## src/inc/adc_clk_pkg.sv

```systemverilog
// Purpose: shared constants for the converter clocking and event-mark blocks
// Assumes: 8-bit device registers on a 12-bit index, 32-bit APB on the controller
// Notes:   device register offsets are indices, not byte addresses
package adc_clk_pkg;
  // ==========================================================
  // Device register map (index space)
  localparam logic [11:0] REG_NOISE_CTRL   = 12'h002B;
  localparam logic [11:0] REG_PLL_PV_DIV   = 12'h003D;
  localparam logic [11:0] REG_PLL_N_DIV    = 12'h003E;
  localparam logic [11:0] REG_PLL_HOLD     = 12'h005C;
  localparam logic [11:0] REG_VCO_TUNE_EN  = 12'h005D;
  localparam logic [11:0] REG_VCO_TUNE_FIN = 12'h005E;
  localparam logic [11:0] REG_TRIG_CTRL    = 12'h0060;
  localparam logic [11:0] REG_MISC_CTRL    = 12'h0061;
  localparam logic [11:0] REG_PLL_LOCK     = 12'h0208;
  // ==========================================================
  // Device reset values
  localparam logic [7:0] RST_NOISE  = 8'h00;
  localparam logic [7:0] RST_PV_DIV = 8'h05;
  localparam logic [7:0] RST_N_DIV  = 8'h08;
  localparam logic [7:0] RST_HOLD   = 8'h01;
  localparam logic [7:0] RST_TRIG   = 8'h00;
  localparam logic [7:0] RST_MISC   = 8'h01;
  // ==========================================================
  // Trigger control fields: [0]=enable, [2:1]=source mode, [7:3]=divider
  localparam int          TRIG_EN_BIT   = 0;
  localparam int          TRIG_MODE_LSB = 1;
  localparam int          TRIG_DIV_LSB  = 3;
  localparam logic [1:0]  TRIG_MODE_SERDES = 2'h1;
  localparam logic [1:0]  TRIG_MODE_MARK   = 2'h3;
  // Misc control: [0]=ref out enable, [1]=mark receiver enable, [2]=insertion enable,
  // [4:3]=aux C divider mode, [6:5]=aux D mode, [7]=aux override
  localparam int MISC_REFO_BIT  = 0;
  localparam int MISC_RECV_BIT  = 1;
  localparam int MISC_INS_BIT   = 2;
  localparam int MISC_AUXC_LSB  = 3;
  localparam int MISC_AUXD_LSB  = 5;
  localparam int MISC_AUXOV_BIT = 7;
  // ==========================================================
  // Timing
  localparam int VCO_TUNE_CYCLES = 16;
  localparam int LOCK_CYCLES     = 8;
  localparam int SAMPLE_LATENCY  = 3;
  localparam int SAMPLE_WIDTH    = 12;
  // ==========================================================
  // Controller APB map (byte addresses)
  localparam logic [7:0] APB_CMD    = 8'h00;
  localparam logic [7:0] APB_WDATA  = 8'h04;
  localparam logic [7:0] APB_RDATA  = 8'h08;
  localparam logic [7:0] APB_STATUS = 8'h0C;
  localparam logic [7:0] APB_PLLCFG = 8'h10;
  localparam int CMD_ADDR_LSB = 0;
  localparam int CMD_WR_BIT   = 12;
  localparam int CMD_GO_BIT   = 13;
  localparam int CMD_SEQ_BIT  = 14;
  localparam int ST_BUSY_BIT  = 0;
  localparam int ST_TUNED_BIT = 1;
  localparam int ST_LOCK_BIT  = 2;
  localparam int ST_ERR_BIT   = 3;
endpackage : adc_clk_pkg

```

## src/inc/adc_clk_if.sv

```systemverilog
// Purpose: link between converter clocking device and its controller
// Assumes: one clock; register port is a simple request/ack strobe pair
// Notes:   reqWr/reqAddr/reqData held until ack
`timescale 1ns/100ps
interface adc_clk_if;
  logic        reqValid;    // Register request
  logic        reqWr;       // 1 write, 0 read
  logic [11:0] reqAddr;     // Register index
  logic [7:0]  reqData;     // Write data
  logic        ack;         // One-cycle answer
  logic [7:0]  rdData;      // Read data, valid with ack
  logic        markIn;      // Event mark, asynchronous
  logic        refOut;      // Reference clock output level
  logic        refOutOn;    // Reference output powered
  logic        trigger_clock_output;     // Trigger output level
  logic        trigOutOn;   // Trigger output powered
  logic        auxC;        // Aux output C
  logic        auxD;        // Aux output D
  logic        sampleValid; // Link sample strobe
  logic [11:0] sampleWord;  // Link sample word
  modport device (input reqValid, reqWr, reqAddr, reqData, markIn,
                  output ack, rdData, refOut, refOutOn, trigger_clock_output, trigOutOn,
                  auxC, auxD, sampleValid, sampleWord);
  modport host   (output reqValid, reqWr, reqAddr, reqData, markIn,
                  input ack, rdData, refOut, refOutOn, trigger_clock_output, trigOutOn,
                  auxC, auxD, sampleValid, sampleWord);
endinterface : adc_clk_if

```

## src/verilog/adc_clk_device.sv

```systemverilog
// Purpose: converter clock selection, PLL sequencing, clock outputs, event mark
// Assumes: clk is the sampling clock; reference clocks arrive as sampled levels
// Notes:   analog PLL and VCO modelled by counters
// Operation
// - Mark retimed to trigger when enabled, mode 3
// - Insertion puts mark in sample LSB
// - 12-bit word: sample[11:1], mark bit 0
// - Async mark sampled, matched sample latency
// - Controller enables mark receiver first
// - PLL strap selects PLL or direct clock
// - Reference strap picks single-ended or differential
// - Single-ended input unused with PLL off; here the strap still routes it to the aux outputs
// - Ref output auto-on with PLL, bit disables
// - Power-down kills every clock output
// - Aux outputs copy/divide reference per straps
// - Ref output repeats selected reference undivided
// - One sampling clock for core and serializer
// - Serializer trigger is line rate over divider
// - Trigger off at startup; control selects source
// - Sampling rate equals reference times N
// - Controller picks legal VCO divisor
// - Hold PLL in reset before reprogramming
// - Dividers at two adjacent registers
// - Tuning runs on release from reset
// - Tune-done and lock readable
// - System reference captured on selected input
`timescale 1ns/100ps
module adc_clk_device
  import adc_clk_pkg::*;
#(
  parameter int TUNE_CYCLES = VCO_TUNE_CYCLES,  // VCO tuning time
  parameter int LOCKCYCLES  = LOCK_CYCLES       // Lock settle time
) (
  input  wire logic              clk,           // Sampling clock
  input  wire logic              rst,           // Sync reset, high
  adc_clk_if.device              lnk,           // Link to controller
  input  wire logic              pllEnStrap,    // PLL enable strap
  input  wire logic              refSeStrap,    // Single-ended ref select strap
  input  wire logic [1:0]        auxCfgStraps,  // Aux clock config straps
  input  wire logic              powerDownPin,  // Power-down pin
  input  wire logic              diffClkIn,     // Differential clock level
  input  wire logic              seRefIn,       // Single-ended ref level
  input  wire logic              sysrefIn,      // System reference
  input  wire logic [11:0]       adcSample,     // Converter sample
  input  wire logic              serdesClkIn,   // Serializer line clock level
  output logic                   sysrefCaptured // Captured system reference
);
  // ==========================================================
  // Pin synchronisers
  logic [1:0] markS, pdS, pllS, seS, diffS, seRefS, srS, serS;
  logic [1:0] auxS0, auxS1;
  always_ff @(posedge clk) begin
    markS  <= {markS[0], lnk.markIn};
    pdS    <= {pdS[0], powerDownPin};
    pllS   <= {pllS[0], pllEnStrap};
    seS    <= {seS[0], refSeStrap};
    diffS  <= {diffS[0], diffClkIn};
    seRefS <= {seRefS[0], seRefIn};
    srS    <= {srS[0], sysrefIn};
    serS   <= {serS[0], serdesClkIn};
    auxS0  <= {auxS0[0], auxCfgStraps[0]};
    auxS1  <= {auxS1[0], auxCfgStraps[1]};
  end
  wire logic pd     = pdS[1];
  wire logic pllOn  = pllS[1];
  wire logic refSe  = seS[1];
  // ==========================================================
  // Registers
  logic [7:0] noise_r, pvDiv_r, nDiv_r, hold_r, tuneEn_r, trig_r, misc_r;
  logic       tuneFin_r, locked_r;
  logic [15:0] tuneCnt_r;
  logic [7:0]  lockCnt_r;
  always_ff @(posedge clk) begin
    if (rst) begin
      noise_r  <= RST_NOISE;
      pvDiv_r  <= RST_PV_DIV;
      nDiv_r   <= RST_N_DIV;
      hold_r   <= RST_HOLD;
      tuneEn_r <= 8'h00;
      trig_r   <= RST_TRIG;
      misc_r   <= RST_MISC;
    end else if (lnk.reqValid && lnk.reqWr) begin
      case (lnk.reqAddr)
        REG_NOISE_CTRL:  noise_r  <= lnk.reqData;
        REG_PLL_PV_DIV:  pvDiv_r  <= lnk.reqData;
        REG_PLL_N_DIV:   nDiv_r   <= lnk.reqData;
        REG_PLL_HOLD:    hold_r   <= lnk.reqData;
        REG_VCO_TUNE_EN: tuneEn_r <= lnk.reqData;
        REG_TRIG_CTRL:   trig_r   <= lnk.reqData;
        REG_MISC_CTRL:   misc_r   <= lnk.reqData;
        default: ;
      endcase
    end
  end
  always_ff @(posedge clk) begin
    lnk.ack <= lnk.reqValid && !lnk.ack;
    case (lnk.reqAddr)
      REG_NOISE_CTRL:   lnk.rdData <= noise_r;
      REG_PLL_PV_DIV:   lnk.rdData <= pvDiv_r;
      REG_PLL_N_DIV:    lnk.rdData <= nDiv_r;
      REG_PLL_HOLD:     lnk.rdData <= hold_r;
      REG_VCO_TUNE_EN:  lnk.rdData <= tuneEn_r;
      REG_VCO_TUNE_FIN: lnk.rdData <= {7'h00, tuneFin_r};
      REG_TRIG_CTRL:    lnk.rdData <= trig_r;
      REG_MISC_CTRL:    lnk.rdData <= misc_r;
      REG_PLL_LOCK:     lnk.rdData <= {7'h00, locked_r};
      default:          lnk.rdData <= 8'h00;
    endcase
    if (rst) begin
      lnk.ack    <= 1'b0;
      lnk.rdData <= 8'h00;
    end
  end
  // ==========================================================
  // PLL sequencing: tune starts when hold released with tune enabled
  wire logic holdNow = hold_r[0] || !pllOn;
  always_ff @(posedge clk) begin
    if (rst || holdNow) begin
      tuneFin_r <= 1'b0;
      locked_r  <= 1'b0;
      tuneCnt_r <= 16'h0000;
      lockCnt_r <= 8'h00;
    end else if (!tuneFin_r) begin
      if (tuneEn_r[0]) begin
        if (tuneCnt_r == 16'(TUNE_CYCLES - 1)) tuneFin_r <= 1'b1;
        else tuneCnt_r <= tuneCnt_r + 16'h0001;
      end
    end else if (!locked_r) begin
      if (lockCnt_r == 8'(LOCKCYCLES - 1)) locked_r <= 1'b1;
      else lockCnt_r <= lockCnt_r + 8'h01;
    end
  end
  // ==========================================================
  // Clock outputs
  wire logic selRef = refSe ? seRefS[1] : diffS[1];
  // Counts half periods: bit 0 tracks the level, bit 1 is /2, bit 2 is /4
  logic [2:0] refDiv_r;
  logic       serPrev_r, trigClk_r;
  logic [4:0] serCnt_r;
  always_ff @(posedge clk) begin
    if (rst) refDiv_r <= 3'b000;
    else if (selRef != refDiv_r[0]) refDiv_r <= refDiv_r + 3'b001;
  end
  always_ff @(posedge clk) begin
    if (rst) begin
      serPrev_r <= 1'b0;
      serCnt_r  <= 5'h00;
      trigClk_r <= 1'b0;
    end else begin
      serPrev_r <= serS[1];
      // Both line-clock edges counted so an odd divider still divides exactly
      if (serS[1] != serPrev_r) begin
        if (serCnt_r + 5'h01 >= trig_r[TRIG_DIV_LSB +: 5]) begin
          serCnt_r  <= 5'h00;
          trigClk_r <= !trigClk_r;
        end else serCnt_r <= serCnt_r + 5'h01;
      end
    end
  end
  function automatic logic auxSel(input logic [1:0] m, input logic r, input logic [1:0] d);
    case (m)
      2'h1:    auxSel = r;
      2'h2:    auxSel = d[0];
      2'h3:    auxSel = d[1];
      default: auxSel = 1'b0;
    endcase
  endfunction : auxSel
  wire logic [1:0] cfg   = {auxS1[1], auxS0[1]};
  wire logic [1:0] modeC = misc_r[MISC_AUXOV_BIT] ? misc_r[MISC_AUXC_LSB +: 2] : cfg;
  wire logic [1:0] modeD = misc_r[MISC_AUXOV_BIT] ? misc_r[MISC_AUXD_LSB +: 2]
                         : ((cfg != 2'h0) ? 2'h1 : 2'h0);
  wire logic [1:0] trigMode = trig_r[TRIG_MODE_LSB +: 2];
  logic [SAMPLE_LATENCY-1:0] markPipe_r;
  always_ff @(posedge clk) begin
    if (rst) begin
      lnk.refOut    <= 1'b0;
      lnk.refOutOn  <= 1'b0;
      lnk.auxC      <= 1'b0;
      lnk.auxD      <= 1'b0;
      lnk.trigger_clock_output   <= 1'b0;
      lnk.trigOutOn <= 1'b0;
    end else begin
      lnk.refOutOn  <= pllOn && !pd && misc_r[MISC_REFO_BIT];
      lnk.refOut    <= pllOn && !pd && misc_r[MISC_REFO_BIT] && selRef;
      lnk.auxC      <= !pd && auxSel(modeC, selRef, refDiv_r[2:1]);
      lnk.auxD      <= !pd && (modeC != 2'h0) && auxSel(modeD, selRef, refDiv_r[2:1]);
      lnk.trigOutOn <= !pd && trig_r[TRIG_EN_BIT];
      if (pd || !trig_r[TRIG_EN_BIT]) lnk.trigger_clock_output <= 1'b0;
      else if (trigMode == TRIG_MODE_MARK)
        lnk.trigger_clock_output <= misc_r[MISC_RECV_BIT] && markS[1];
      else if (trigMode == TRIG_MODE_SERDES) lnk.trigger_clock_output <= trigClk_r;
      else lnk.trigger_clock_output <= 1'b0;
    end
  end
  // ==========================================================
  // Sample path with matched mark latency
  logic [11:0] smpPipe_r [SAMPLE_LATENCY];
  always_ff @(posedge clk) begin
    if (rst) begin
      markPipe_r <= '0;
      for (int i = 0; i < SAMPLE_LATENCY; i++) smpPipe_r[i] <= 12'h000;
    end else begin
      markPipe_r   <= {markPipe_r[SAMPLE_LATENCY-2:0], markS[1] && misc_r[MISC_RECV_BIT]};
      smpPipe_r[0] <= adcSample;
      for (int i = 1; i < SAMPLE_LATENCY; i++) smpPipe_r[i] <= smpPipe_r[i-1];
    end
  end
  wire logic [11:0] lastSmp = smpPipe_r[SAMPLE_LATENCY-1];
  always_ff @(posedge clk) begin
    if (rst) begin
      lnk.sampleValid <= 1'b0;
      lnk.sampleWord  <= 12'h000;
      sysrefCaptured  <= 1'b0;
    end else begin
      lnk.sampleValid <= 1'b1;
      if (misc_r[MISC_INS_BIT])
        lnk.sampleWord <= {lastSmp[11:1], markPipe_r[SAMPLE_LATENCY-1]};
      else lnk.sampleWord <= lastSmp;
      sysrefCaptured <= srS[1];
    end
  end
endmodule : adc_clk_device

```

## src/flat_wrapper.sv

```systemverilog
// flat-port wrapper written by rule: the top's interface ports become plain ports
module adc_clk_device_flat import adc_clk_pkg::*;
#(
  parameter int TUNE_CYCLES = VCO_TUNE_CYCLES,                    
  parameter int LOCKCYCLES  = LOCK_CYCLES                          
)
  (clk, rst, pllEnStrap, refSeStrap, auxCfgStraps, powerDownPin, diffClkIn, seRefIn, sysrefIn, adcSample, serdesClkIn, sysrefCaptured, lnk_reqValid, lnk_reqWr, lnk_reqAddr, lnk_reqData, lnk_markIn, lnk_ack, lnk_rdData, lnk_refOut, lnk_refOutOn, lnk_trigger_clock_output, lnk_trigOutOn, lnk_auxC, lnk_auxD, lnk_sampleValid, lnk_sampleWord);
  adc_clk_if lnk_i ();
  input  wire logic clk;
  input  wire logic rst;
  input  wire logic pllEnStrap;
  input  wire logic refSeStrap;
  input  wire logic [1:0] auxCfgStraps;
  input  wire logic powerDownPin;
  input  wire logic diffClkIn;
  input  wire logic seRefIn;
  input  wire logic sysrefIn;
  input  wire logic [11:0] adcSample;
  input  wire logic serdesClkIn;
  output logic sysrefCaptured;
  input wire logic [$bits(lnk_i.reqValid)-1:0] lnk_reqValid;
  input wire logic [$bits(lnk_i.reqWr)-1:0] lnk_reqWr;
  input wire logic [$bits(lnk_i.reqAddr)-1:0] lnk_reqAddr;
  input wire logic [$bits(lnk_i.reqData)-1:0] lnk_reqData;
  input wire logic [$bits(lnk_i.markIn)-1:0] lnk_markIn;
  output wire logic [$bits(lnk_i.ack)-1:0] lnk_ack;
  output wire logic [$bits(lnk_i.rdData)-1:0] lnk_rdData;
  output wire logic [$bits(lnk_i.refOut)-1:0] lnk_refOut;
  output wire logic [$bits(lnk_i.refOutOn)-1:0] lnk_refOutOn;
  output wire logic [$bits(lnk_i.trigger_clock_output)-1:0] lnk_trigger_clock_output;
  output wire logic [$bits(lnk_i.trigOutOn)-1:0] lnk_trigOutOn;
  output wire logic [$bits(lnk_i.auxC)-1:0] lnk_auxC;
  output wire logic [$bits(lnk_i.auxD)-1:0] lnk_auxD;
  output wire logic [$bits(lnk_i.sampleValid)-1:0] lnk_sampleValid;
  output wire logic [$bits(lnk_i.sampleWord)-1:0] lnk_sampleWord;
  assign lnk_i.reqValid = lnk_reqValid;
  assign lnk_i.reqWr = lnk_reqWr;
  assign lnk_i.reqAddr = lnk_reqAddr;
  assign lnk_i.reqData = lnk_reqData;
  assign lnk_i.markIn = lnk_markIn;
  assign lnk_ack = lnk_i.ack;
  assign lnk_rdData = lnk_i.rdData;
  assign lnk_refOut = lnk_i.refOut;
  assign lnk_refOutOn = lnk_i.refOutOn;
  assign lnk_trigger_clock_output = lnk_i.trigger_clock_output;
  assign lnk_trigOutOn = lnk_i.trigOutOn;
  assign lnk_auxC = lnk_i.auxC;
  assign lnk_auxD = lnk_i.auxD;
  assign lnk_sampleValid = lnk_i.sampleValid;
  assign lnk_sampleWord = lnk_i.sampleWord;
  adc_clk_device #(.TUNE_CYCLES(TUNE_CYCLES), .LOCKCYCLES(LOCKCYCLES)) u_core (.clk(clk), .rst(rst), .lnk(lnk_i), .pllEnStrap(pllEnStrap), .refSeStrap(refSeStrap), .auxCfgStraps(auxCfgStraps), .powerDownPin(powerDownPin), .diffClkIn(diffClkIn), .seRefIn(seRefIn), .sysrefIn(sysrefIn), .adcSample(adcSample), .serdesClkIn(serdesClkIn), .sysrefCaptured(sysrefCaptured));
endmodule
```

## config.mk

```make
export PLATFORM = sky130hd
export DESIGN_NAME = adc_clk_device_flat
export DESIGN_NICKNAME = d
export VERILOG_FILES = /design/src/inc/adc_clk_pkg.sv /design/src/inc/adc_clk_if.sv /design/src/verilog/adc_clk_device.sv /design/src/flat_wrapper.sv
export SDC_FILE = /design/constraint.sdc
export NUM_CORES = 1
export LEC_CHECK = 0
export BUFFER_PORTS_ARGS = -buffer_cell sky130_fd_sc_hd__buf_2
export CORE_MARGIN = 3
export CORE_UTILIZATION = 50
export DETAILED_ROUTE_END_ITERATION = 10
export PLACE_DENSITY = 0.7
export RECOVER_POWER = 100
export REMOVE_ABC_BUFFERS = 1
export SLEW_MARGIN = 20
export SYNTH_ARGS = -nofsm -noshare
export SYNTH_HDL_FRONTEND = slang
export SYNTH_SLANG_ARGS = --single-unit
```

## constraint.sdc

```tcl
create_clock -name clk -period 2.45 [get_ports clk]
set_input_delay 0.245 -clock clk [delete_from_list [all_inputs] [get_ports clk]]
set_output_delay 0.245 -clock clk [all_outputs]
set_load 0.02 [all_outputs]
```

=== Word level (Yosys, flattened, before mapping) ===
Memory sizes are Yosys's and may differ from the RTL's.
Index checks and enable logic that the tools add are counted.

* Div/mod/pow operators: 0
* Add/sub/neg operators: 4
* Mux-type cells: 24
* $lt $le $gt $ge: 1
* Shift-type cells: 0
* Equal/unequal tests: 21
* Reductions and logical operators: 31
* $mul: 0
* Bitwise logic cells: 7

{| class="wikitable"
|+ Operators by type and width
! cell !! number
|-
| $pmux 8 s9 || 1
|-
| $eq 12x7->1 const B || 5
|-
| $eq 12x6->1 const B || 3
|-
| $mux 12 || 3
|-
| $add 16x1->16 const B || 1
|-
| $eq 16x4->1 const B || 1
|-
| $reduce_and 2->1 || 8
|-
| $mux 1 || 15
|-
| $eq 12x10->1 const B || 1
|-
| $eq 2x2->1 const B || 5
|-
| $logic_and 1x1->1 || 10
|-
| $add 8x1->8 const B || 1
|-
| $eq 8x3->1 const B || 1
|-
| $eq 2x1->1 const B || 3
|-
| $pmux 1 s3 || 2
|-
| $reduce_and 3->1 || 2
|-
| $add 5x1->5 const B || 1
|-
| $ge 5x5->1 || 1
|-
| $logic_not 1->1 || 5
|-
| $mux 5 || 1
|-
| $mux 2 || 2
|-
| $not 1->1 || 4
|-
| $reduce_bool 2->1 || 2
|-
| $add 3x1->3 const B || 1
|-
| 4 further kinds || 9
|}

* Latch bits: 0
* Memories kept: 1
* Memory bits (writable): 36
* Logic and storage cells: 126
* Memory bits (read-only): 0
* Flip-flop bits (word level): 144

{| class="wikitable"
|+ Memories
! name !! depth !! width !! rd ports !! clocked after memory_dff !! write ports !! RTL line !! text
|-
| u_core.smpPipe_r || 3 || 12 || 3 || 0 || 3 || adc_clk_device.sv:197 || <nowiki>logic [11:0] smpPipe_r [SAMPLE_LATENCY];</nowiki>
|}

=== Longest topological paths before layout ===
Gate-level depths: netlist of the first run.

* Word-level depth: 7
* Gate-level depth with buffers: 8
* Mapped depth without buffers: 8

=== Worst setup path after synthesis of the first run ===
OpenSTA, ideal clock, no wires.

* Kind: input to register
* From: in lnk_reqAddr[0]
* To: reg u_core.lnk.rdData[1]
* Path buffers: 3
* Setup time: 0.128 ns
* Stages on the path: 8
* Slack: 0.653 ns
* Arrival time: 1.669 ns
* Cell sequence: buf_2 and4b_1 buf_2 and4_1 buf_2 a311o_1 a22oi_4 a21oi_1

* Word-level cells in the longest chain between the ends: 2
* Elaborated cells on any way between the ends: 10
* Those cells by class: eq/ne: 9; mux: 1

{| class="wikitable"
|+ Ends and longest elaborated chain
! element !! RTL line !! text
|-
| from (decl) || flat_wrapper.sv:23 || <nowiki>input wire logic [$bits(lnk_i.reqAddr)-1:0] lnk_reqAddr;</nowiki>
|-
| $eq 12x10->1 (tied with other cells) || adc_clk_device.sv:97 || <nowiki>case (lnk.reqAddr)</nowiki>
|-
| $pmux 8 s9 * || adc_clk_device.sv:97 ||
|-
| to (signal assigned) || adc_clk_device.sv:98 || <nowiki>REG_NOISE_CTRL: lnk.rdData <= noise_r;</nowiki>
|-
| to (signal assigned) || adc_clk_device.sv:99 || <nowiki>REG_PLL_PV_DIV: lnk.rdData <= pvDiv_r;</nowiki>
|-
| to (signal assigned) || adc_clk_device.sv:100 || <nowiki>REG_PLL_N_DIV: lnk.rdData <= nDiv_r;</nowiki>
|-
| to (decl) || adc_clk_if.sv:22 || <nowiki>output ack, rdData, refOut, refOutOn, trigger_clock_output, trigOutOn,</nowiki>
|}

Every way passes the cells marked *; elsewhere a longest branch is shown, timed or not.
A chain may end at the register's enable or synchronous reset.

=== Final worst setup path of the first run ===
* From: in lnk_reqAddr[8]
* To: reg u_core.hold_r[4]

* Word-level cells in the longest chain between the ends: 2

{| class="wikitable"
|+ Ends and longest elaborated chain
! element !! RTL line !! text
|-
| $eq 12x7->1 || adc_clk_device.sv:83 || <nowiki>case (lnk.reqAddr)</nowiki>
|-
| $reduce_and 2->1 (no source line) || -- ||
|-
| to (signal assigned) || adc_clk_device.sv:87 || <nowiki>REG_PLL_HOLD: hold_r <= lnk.reqData;</nowiki>
|-
| to (decl) || adc_clk_device.sv:69 || <nowiki>logic [7:0] noise_r, pvDiv_r, nDiv_r, hold_r, tuneEn_r, trig_r, misc_r;</nowiki>
|}

Every way passes these cells.

==> results.md, run 1 <==
| Stage | Quantity | Reported |
|:---|:---|:---|
| outcome | Result of the run | complete, no violations |
| critical path | Critical-path maximum fanout | 8 |
| critical path | Worst-case register-to-register setup slack | 0.45 ns |
| grt | Largest net degree at the start of global routing | 54 |
| finish | Area taken by multi-input logic gates | 2902 µm² |
| logic synthesis | Avg Cell Area, Syn | 10.47 µm² |
| logic synthesis | Post-synth EDFFs | 0 |
| critical path | Cell type group with the largest total delay on the critical path | simple AND/OR/NAND/NOR gates |
| finish | Share of cells above drive strength 1 | 12.42% |
| routing | Initial DRC count | 273 |
| critical path | Stage delay of the slowest cell on the critical path | 0.69 ns |
| critical path | Required @ worst endpoint | 2.75 ns |
| pwr | Worst supply voltage drop on vdd | 0.5023 mV |
| critical path | Destination of the worst register-to-register timing path | u_core.lockCnt_r[6] |
| routing | Number of detailed-routing iterations run before antenna repair | 5 |
| routing | Total number of vias | 4,732 |
| logic synthesis | Syn Std Cell Area | 6683 µm² |
| die | Placeable Area | 12,820 µm² |
| logic synthesis | Cell taking the most area after synthesis | dfxtp_1 |
| logic synthesis | Number of instances in the synthesized netlist | 638 |
| die | Floorplan die height | 121.6 µm |
| finish | Final Util | 61.35% |
| worst hold path | End point of the worst hold path | u_core.smpPipe_r[0][7] |
| die | Overall die area | 14,790 µm² |
| logic synthesis | Area share of the leading cell type in the synthesized netlist | 53.92% |
| logic synthesis | Proportion of synthesized chip area in sequential cells | 53.92% |
| grt | Leftover overflow at the end of global routing | 0 |
| timing | Final worst path period share | 85.50% |
| critical path | Path depth of the worst reg2reg path | 6 |
| worst hold path | Cells on Worst Hold Path | 2 |
| worst hold path | Hold wc startpoint | adcSample[7] |
| finish | Most frequent cells in the layout | 180 x dfxtp_1, 89 x nor2_1, 71 x mux2i_1, 56 x nor2b_1, 43 x buf_2 |
| logic synthesis | Dominant register cell in the synthesized netlist | dfxtp_1 |
| routing | Routed Antenna Nets | 0 |
| critical path | Depth of the critical timing path with buffers and inverters included | 7 |
| clocking | TritonCTS clock tree | yes |
| timing | Setup violations, final | 0 |
| clocking | Clock transition at the registers of the reported paths | 0.06 ns |
| grt | First-pass GRT wire length | 22,610 µm |
| routing | Number of remaining DRC errors | 0 |
| critical path | Nature of the critical path startpoint | primary input |
| timing | Highest Clock Rate | 477.4 MHz |
| critical path | Count of buffer and inverter cells on the critical path | 2 |
| grt | Via count of the first global-routing pass | 4,812 |
| logic synthesis | Count of distinct cell types in the synthesized netlist | 54 |
| routing | Total wire length after detailed routing | 13,640 µm |
| die | Boundary Pins | 75 |
| clocking | Clock root buffer | clkbuf_16 |
| clocking | Largest buffer count on any clock path | 2 |
| critical path | Critical Path AT | 2.39 ns |
| routing | Routed wire length per instance | 14.94 µm |
| grt | Met2 Use GR | 33.30% |
| finish | Area Growth Syn to Fin | 17.73% |
| timing | Slew Limit Headroom | 27.29% |
| logic synthesis | Share of async-settable or async-resettable flops after synthesis | 0% |
| finish | Antenna diode count | 0 |
| finish | Leading cell type in the layout, fill and taps excluded | dfxtp_1 |
| critical path | Critical path capture point type | flop |
| clocking | Clock latency reported for the late side of the worst-skew pair | 0.42 ns |
| clocking | H-tree levels | 4 |
| flow run | Max-cap violations | 0 |
| place | Final GP Congestion | 0.7939 |
| grt | Initial antenna violation count | 0 |
| timing | Least-Margin Pin Slew | 1.091 ns |
| grt | M3 GR Usage | 4.782% |
| pwr | Power density relative to cell area | 765.3 nW/µm² |
| die | Number of standard-cell rows in the floorplan | 41 |
| worst hold path | Class of the tightest hold or removal check | in2reg |
| grt | Top Usage Layer GRT | met2 |
| grt | Fraction of met1 tracks used by global routing | 23.37% |
| routing | Vias per Instance | 5.183 |
| critical path | Worst path slowest cell | nor3_1 |
| grt | All-Layer GR Usage | 19.17% |
| place | Number of buffer cells added on primary ports | 74 |
| critical path | Series of cell instances along the critical path | buf_2 -> nor3_1 -> nand4b_1 -> nor4_4 -> clkbuf_1 -> mux2i_1 -> nor2_1 |
| timing | Number of failing hold endpoints at the final stage | 0 |
| clocking | Number of buffers added for setup after CTS | 0 |
| die | Starting utilization of the core area | 52.11% |
| critical path | WS Path Type | in2reg |
| logic synthesis | Top post-synthesis cells by area | dfxtp_1 54%, mux2i_1 11%, nor2b_1 5.2%, nor2_1 4.9%, xor2_1 2.4% |
| timing | Setup repair after global routing missed its margin | no |
| logic synthesis | Number of warning messages in the yosys log | 0 |
| finish | Sequential cell area in the final layout | 3603 µm² |
| logic synthesis | Flip-flop and latch count after synthesis | 180 |
| timing | Setup tns final | 0 ns |
| finish | Filler cells | 1,075 |
| finish | # nets final | 783 |
| timing | Setup skew after layout | 0.007005 ns |
| timing | Total count of max-transition violations in the final report | 0 |
| die | Die width | 121.6 µm |
| critical path | Reg2reg start | u_core.lockCnt_r[0] |
| place | Final HPWL DP | 9579 µm |
| clocking | Total clock buffers created by CTS | 17 |
| timing | Minimum clock period | 2.095 ns |
| clocking | Number of clock sinks | 180 |
| pwr | Pleak | 2.944 nW |
kinds of logic (layout without fill, tap and decap cells):
logic type | count (synthesis) | in the layout | share of synthesized area (%)
DFF | 180 | 180 | 53.92
adders and majority gates | 9 | 9 | 1.685
buffers and inverters | 35 | 138 | 2.247
AOI/OAI and AO/OA | 57 | 57 | 6.104
xor gates and xnor gates | 31 | 31 | 4.063
muxes | 75 | 75 | 11.31
and+or+nand+nor | 251 | 251 | 20.67
state kept, by name (all words and copies together) (netlist names), 3 cells and up:
signal / count
u_core.lnk.sampleWord: 12
u_core.refDiv_r: 3
u_core.tuneCnt_r: 16
u_core.pvDiv_r: 8
u_core.hold_r: 8
u_core.lockCnt_r: 8
u_core.tuneEn_r: 8
u_core.noise_r: 8
u_core.misc_r: 8
u_core.nDiv_r: 8
u_core.smpPipe_r: 36
u_core.serCnt_r: 5
u_core.trig_r: 8
u_core.markPipe_r: 3
u_core.lnk.rdData: 8
cells in the mapped netlist, types with 3 or more instances:
cell      number
dfxtp_1      180
nor2_1        88
mux2i_1       71
nor2b_1       56
nand2_1       25
xor2_1        18
a21oi_1       13
clkbuf_1      13
xnor2_1       13
nand3_1       12
nand4_1       11
inv_1         10
a22oi_1        9
ha_1           9
a221oi_1       8
and3_1         7
o22ai_1        7
and2_1         6
buf_2          6
nand2b_1       6
nor3_1         6
o21ai_0        6
nor4_1         5
or3_1          5
mux2_2         4
and4_1         3
and4b_1        3
buf_1          3
nand4b_1       3
nor4_4         3
through the flow:
stage / hold WS, ns / instance area, µm² / setup slack (ns) / power [mW] / instances
finish: 0.03309 / 7868 / 0.3552 / 6.021 / 913
global route: 0.04011 / 7868 / 0.1586 / 6.218 / 913
CTS: 0.01384 / 7950 / 0.4322 / 6.077 / 913
detailed placement: 0.3135 / 7244 / 0.4272 / 3.316 / 871
global placement: 0.3117 / 7244 / 0.4847 / 3.306 / 871
floorplan: 0.2727 / 6574 / 0.5869 / 3.179 / 614
power breakdown:
group / switching (mW) / internal (mW) / leakage (nW) / total [mW]
clock network: 1.14 / 1.62 / 0.286 / 2.77
registers: 0.0210 / 2.98 / 1.47 / 3.01
logic: 0.147 / 0.103 / 1.19 / 0.250
total: 1.31 / 4.71 / 2.94 / 6.02
repair_timing:
item                      in CTS  in global routing
gates resized for setup        0                  0
hold endpoints to repair      10                  0
hold buffers                  10                  0
worst max-delay path by stage:
stage                            start                    to  slack (ns)
floorplan               lnk_reqAddr[8]     u_core.noise_r[0]        0.59
global placement        lnk_reqAddr[1]  u_core.lnk.rdData[0]        0.48
detailed placement      lnk_reqAddr[8]      u_core.misc_r[0]        0.43
CTS                 u_core.serCnt_r[0]    u_core.serCnt_r[1]        0.43
global route                       rst  u_core.lnk.rdData[4]        0.16
finish                  lnk_reqAddr[8]      u_core.hold_r[4]        0.36
final cells by class:
| class | instances | area share, % |
|---|---|---|
| Clock buffer | 19 | 5.503 |
| Clock inverter | 13 | 2.195 |
| Inverter | 11 | 0.5248 |
| Multi-Input combinational cell | 423 | 36.88 |
| Sequential cell | 180 | 45.80 |
| Tap cell | 172 | 2.735 |
| Timing Repair Buffer | 95 | 6.361 |
layer usage:
metal	share of wire, %	vias up
li1	-	2385
met4	0.81	0
met2	51	71
met5	0	-
met3	3.6	12
met1	44	2264
Note: power is estimated with default switching activity, not from simulation.
==> run 2: changes to the inputs <==
ABC_AREA = 1   (was not set)
PLACE_DENSITY = 0.69   (was 0.7)
==> run 2 against run 1 <==
Critical path depth grew 1. Non-clock buffer count grew 1. Design area is 6.9% higher. Hold slack lost 0.017 ns. Sequential power barely moved.
==> results.md, run 2 <==
| Stage | Quantity | Reported |
|:---|:---|:---|
| finish | Area of all placed cells without fillers | 8412 µm² |
| routing | Routed Antenna Nets | 0 |
| critical path | Cell type group with the largest total delay on the critical path | simple AND/OR/NAND/NOR gates |
| logic synthesis | Top post-synthesis cells by area | dfxtp_1 50%, inv_1 7.4%, nor2_1 7.3%, nand2_1 7.1%, nand3_1 5.2% |
| critical path | Critical path capture point type | flop |
| die | Floorplan die height | 126.5 µm |
| logic synthesis | Proportion of synthesized chip area in sequential cells | 49.61% |
| critical path | Destination of the worst register-to-register timing path | u_core.tuneCnt_r[11] |
| finish | Filler cells | 1,333 |
| routing | Vias per Instance | 4.893 |
| die | Number of standard-cell rows in the floorplan | 43 |
| grt | First-pass GRT wire length | 26,670 µm |
| critical path | Critical Path AT | 2.32 ns |
| critical path | Worst path most repeated cell | nand2_1 |
| clocking | Clock transition at the registers of the reported paths | 0.07 ns |
| finish | Largest regs | u_core.smpPipe_r x36, u_core.tuneCnt_r x16, u_core.lnk.sampleWord x12 |
| critical path | Nature of the critical path startpoint | primary input |
| critical path | Critical-path maximum fanout | 11 |
| routing | Number of detailed-routing iterations run before antenna repair | 5 |
| finish | Area Growth Syn to Fin | 15.81% |
| finish | Register with the highest flop count | u_core.smpPipe_r |
| logic synthesis | Flip-flop and latch count after synthesis | 180 |
| clocking | H-tree levels | 4 |
| timing | Setup skew after layout | 0.007760 ns |
| clocking | Number of cells upsized or downsized after cts | 0 |
| logic synthesis | Cell taking the most area after synthesis | dfxtp_1 |
| routing | Met2 layer wire length in the routed design | 7444 µm |
| timing | Setup tns final | 0 ns |
| critical path | Count of buffer and inverter cells on the critical path | 2 |
| place | Final HPWL DP | 11,190 µm |
| routing | DRT met1 WL | 7349 µm |
| logic synthesis | Share of async-settable or async-resettable flops after synthesis | 0% |
| die | Overall die area | 16,010 µm² |
| logic synthesis | Count of distinct cell types in the synthesized netlist | 40 |
| place | Number of buffer cells added on primary ports | 74 |
| timing | Total count of max-transition violations in the final report | 0 |
| finish | Antenna diode count | 0 |
| pwr | Power density relative to cell area | 718.8 nW/µm² |
| worst hold path | Hold wc startpoint | adcSample[9] |
| routing | Routed met3 length | 962 µm |
| timing | Setup repair after global routing missed its margin | no |
| logic synthesis | Dominant register cell in the synthesized netlist | dfxtp_1 |
| critical path | Worst path slowest cell | clkbuf_1 |
| pwr | Worst supply voltage drop on vdd | 0.5225 mV |
| worst hold path | End point of the worst hold path | u_core.smpPipe_r[0][9] |
| grt | Initial antenna violation count | 0 |
| critical path | Required @ worst endpoint | 2.72 ns |
| critical path | Stage delay of the slowest cell on the critical path | 0.46 ns |
| critical path | Worst-case register-to-register setup slack | 0.49 ns |
| die | Placeable Area | 14,040 µm² |
| logic synthesis | Number of instances in the synthesized netlist | 948 |
| timing | Least-Margin Pin Slew | 0.9343 ns |
| routing | Routed wire length per instance | 13.04 µm |
| critical path | Series of cell instances along the critical path | buf_2 -> nor2_1 -> nand2_1 -> nor3_1 -> clkbuf_1 -> nand2_1 -> nand2_1 -> a21oi_1 |
| logic synthesis | Post-synth EDFFs | 0 |
| finish | Share of cells above drive strength 1 | 12.19% |
| timing | Minimum clock period | 2.048 ns |
| timing | Final worst path period share | 83.58% |
| routing | Initial DRC count | 444 |
| timing | Slew Limit Headroom | 37.71% |
| clocking | Largest buffer count on any clock path | 2 |
| critical path | Crit path from | lnk_reqAddr[11] |
| die | Starting utilization of the core area | 51.72% |
| finish | # nets final | 1,092 |
| grt | Leftover overflow at the end of global routing | 0 |
| timing | Setup violations, final | 0 |
| critical path | WS Path Type | in2reg |
| grt | All-Layer GR Usage | 20.76% |
| logic synthesis | Top cells by instance count after synthesis | 180 x dfxtp_1, 143 x inv_1, 141 x nor2_1 |
| clocking | TritonCTS clock tree | yes |
| clocking | Number of clock sinks | 180 |
| place | Final GP Congestion | 0.8935 |
| clocking | Total clock buffers created by CTS | 17 |
| grt | Via count of the first global-routing pass | 5,548 |
| die | Die width | 126.5 µm |
| logic synthesis | Area share of the leading cell type in the synthesized netlist | 49.61% |
| routing | Number of remaining DRC errors | 0 |
| critical path | Path depth of the worst reg2reg path | 10 |
| outcome | Result of the run | complete, no violations |
| timing | Number of failing hold endpoints at the final stage | 0 |
| clocking | Clock latency reported for the late side of the worst-skew pair | 0.43 ns |
| grt | Largest net degree at the start of global routing | 51 |
| critical path | Reg2reg start | u_core.tuneCnt_r[0] |
| pwr | PnR Total Power | 6.046 mW |
| logic synthesis | Most numerous cell in the Yosys netlist | dfxtp_1 |
| clocking | Clock root buffer | clkbuf_16 |
| pwr | Pleak | 3.438 nW |
| finish | Leading cell type in the layout, fill and taps excluded | dfxtp_1 |
| place | Post-place instance area | 7772 µm² |
| finish | Most frequent cells in the layout | 180 x dfxtp_1, 144 x inv_1, 142 x nor2_1, 139 x nand2_1, 75 x nand3_1 |
| logic synthesis | Number of warning messages in the yosys log | 0 |
| die | Boundary Pins | 75 |
| logic synthesis | Avg Cell Area, Syn | 7.662 µm² |
| logic synthesis | Syn Std Cell Area | 7263 µm² |
| finish | Final Util | 59.90% |
| timing | Highest Clock Rate | 488.3 MHz |
| worst hold path | Cells on Worst Hold Path | 3 |
| routing | Total wire length after detailed routing | 16,040 µm |
| routing | Top routing layer in use | met4 |
| worst hold path | Class of the tightest hold or removal check | in2reg |
| timing | Hold slack | 0.01566 ns |
| flow run | Max-cap violations | 0 |
| routing | Total number of vias | 6,018 |
| finish | Flip-flop count of the largest register after layout | 36 |
-- run 2: worst register-to-register path: cells and delay by family (launching register included) --
family | cells | cell delay [ns]
AND/OR/NAND/NOR | 7 | 0.97
flip-flops | 1 | 0.36
buffers and inverters | 2 | 0.32
adder cells (fa/ha/maj) | 1 | 0.22
-- run 2: cell type report --
type                    count  area [µm²]  share of cell area, %
inverters                 156       588.1                  6.991
clock buffers              18       439.2                  5.221
clock inverters            14       151.4                  1.800
well taps                 180       225.2                  2.677
multi-input cells         586        2883                  34.27
flip-flops and latches    180        3603                  42.84
repair buffers             96       521.8                  6.203
-- run 2: kinds of logic (layout without fill, tap and decap cells) --
family | Yosys count | after routing | synth area share (%)
xor+xnor | 14 | 14 | 1.792
flops | 180 | 180 | 49.61
buf+inv | 182 | 284 | 10.11
compound gates | 146 | 146 | 11.06
simple gates | 417 | 417 | 25.87
fa+ha+maj | 9 | 9 | 1.550
-- run 2: how the worst max path moves through the flow --
stage	to	slack (ns)	cells past startpoint
after floorplan	u_core.serCnt_r[1]	0.70	9
after global placement	u_core.serCnt_r[2]	0.59	9
after detailed placement	u_core.nDiv_r[0]	0.54	7
after CTS	u_core.serCnt_r[1]	0.53	9
after global routing	u_core.lnk.rdData[6]	0.20	6
final	u_core.noise_r[3]	0.40	8
-- run 2: what timing repair did --
action | in CTS | in global routing
endpoints found under the hold margin | 14 | 0
hold buffers | 14 | 0
setup endpoints to repair | 0 | 0
setup buffers | 0 | 0
-- run 2: routing by layer --
layer | up-vias | GRT usage (%)
li1 | 3175 | -
met1 | 2675 | 26.88
met2 | 149 | 33.47
met3 | 19 | 5.768
met4 | 0 | 7.192
met5 | - | 0
-- run 2: through the flow --
stage	std cells	worst slack [ns]
global placement	1184	0.5853
floorplan	922	0.6954
finish	1230	0.4022
CTS	1230	0.5294
detailed placement	1184	0.5390
global route	1230	0.1952
-- run 2: power breakdown --
part           switching [mW]  internal (mW)  total [mW]
clock network            1.21           1.46        2.67
logic                   0.221          0.127       0.348
registers              0.0301           3.00        3.03
total                    1.46           4.58        6.05
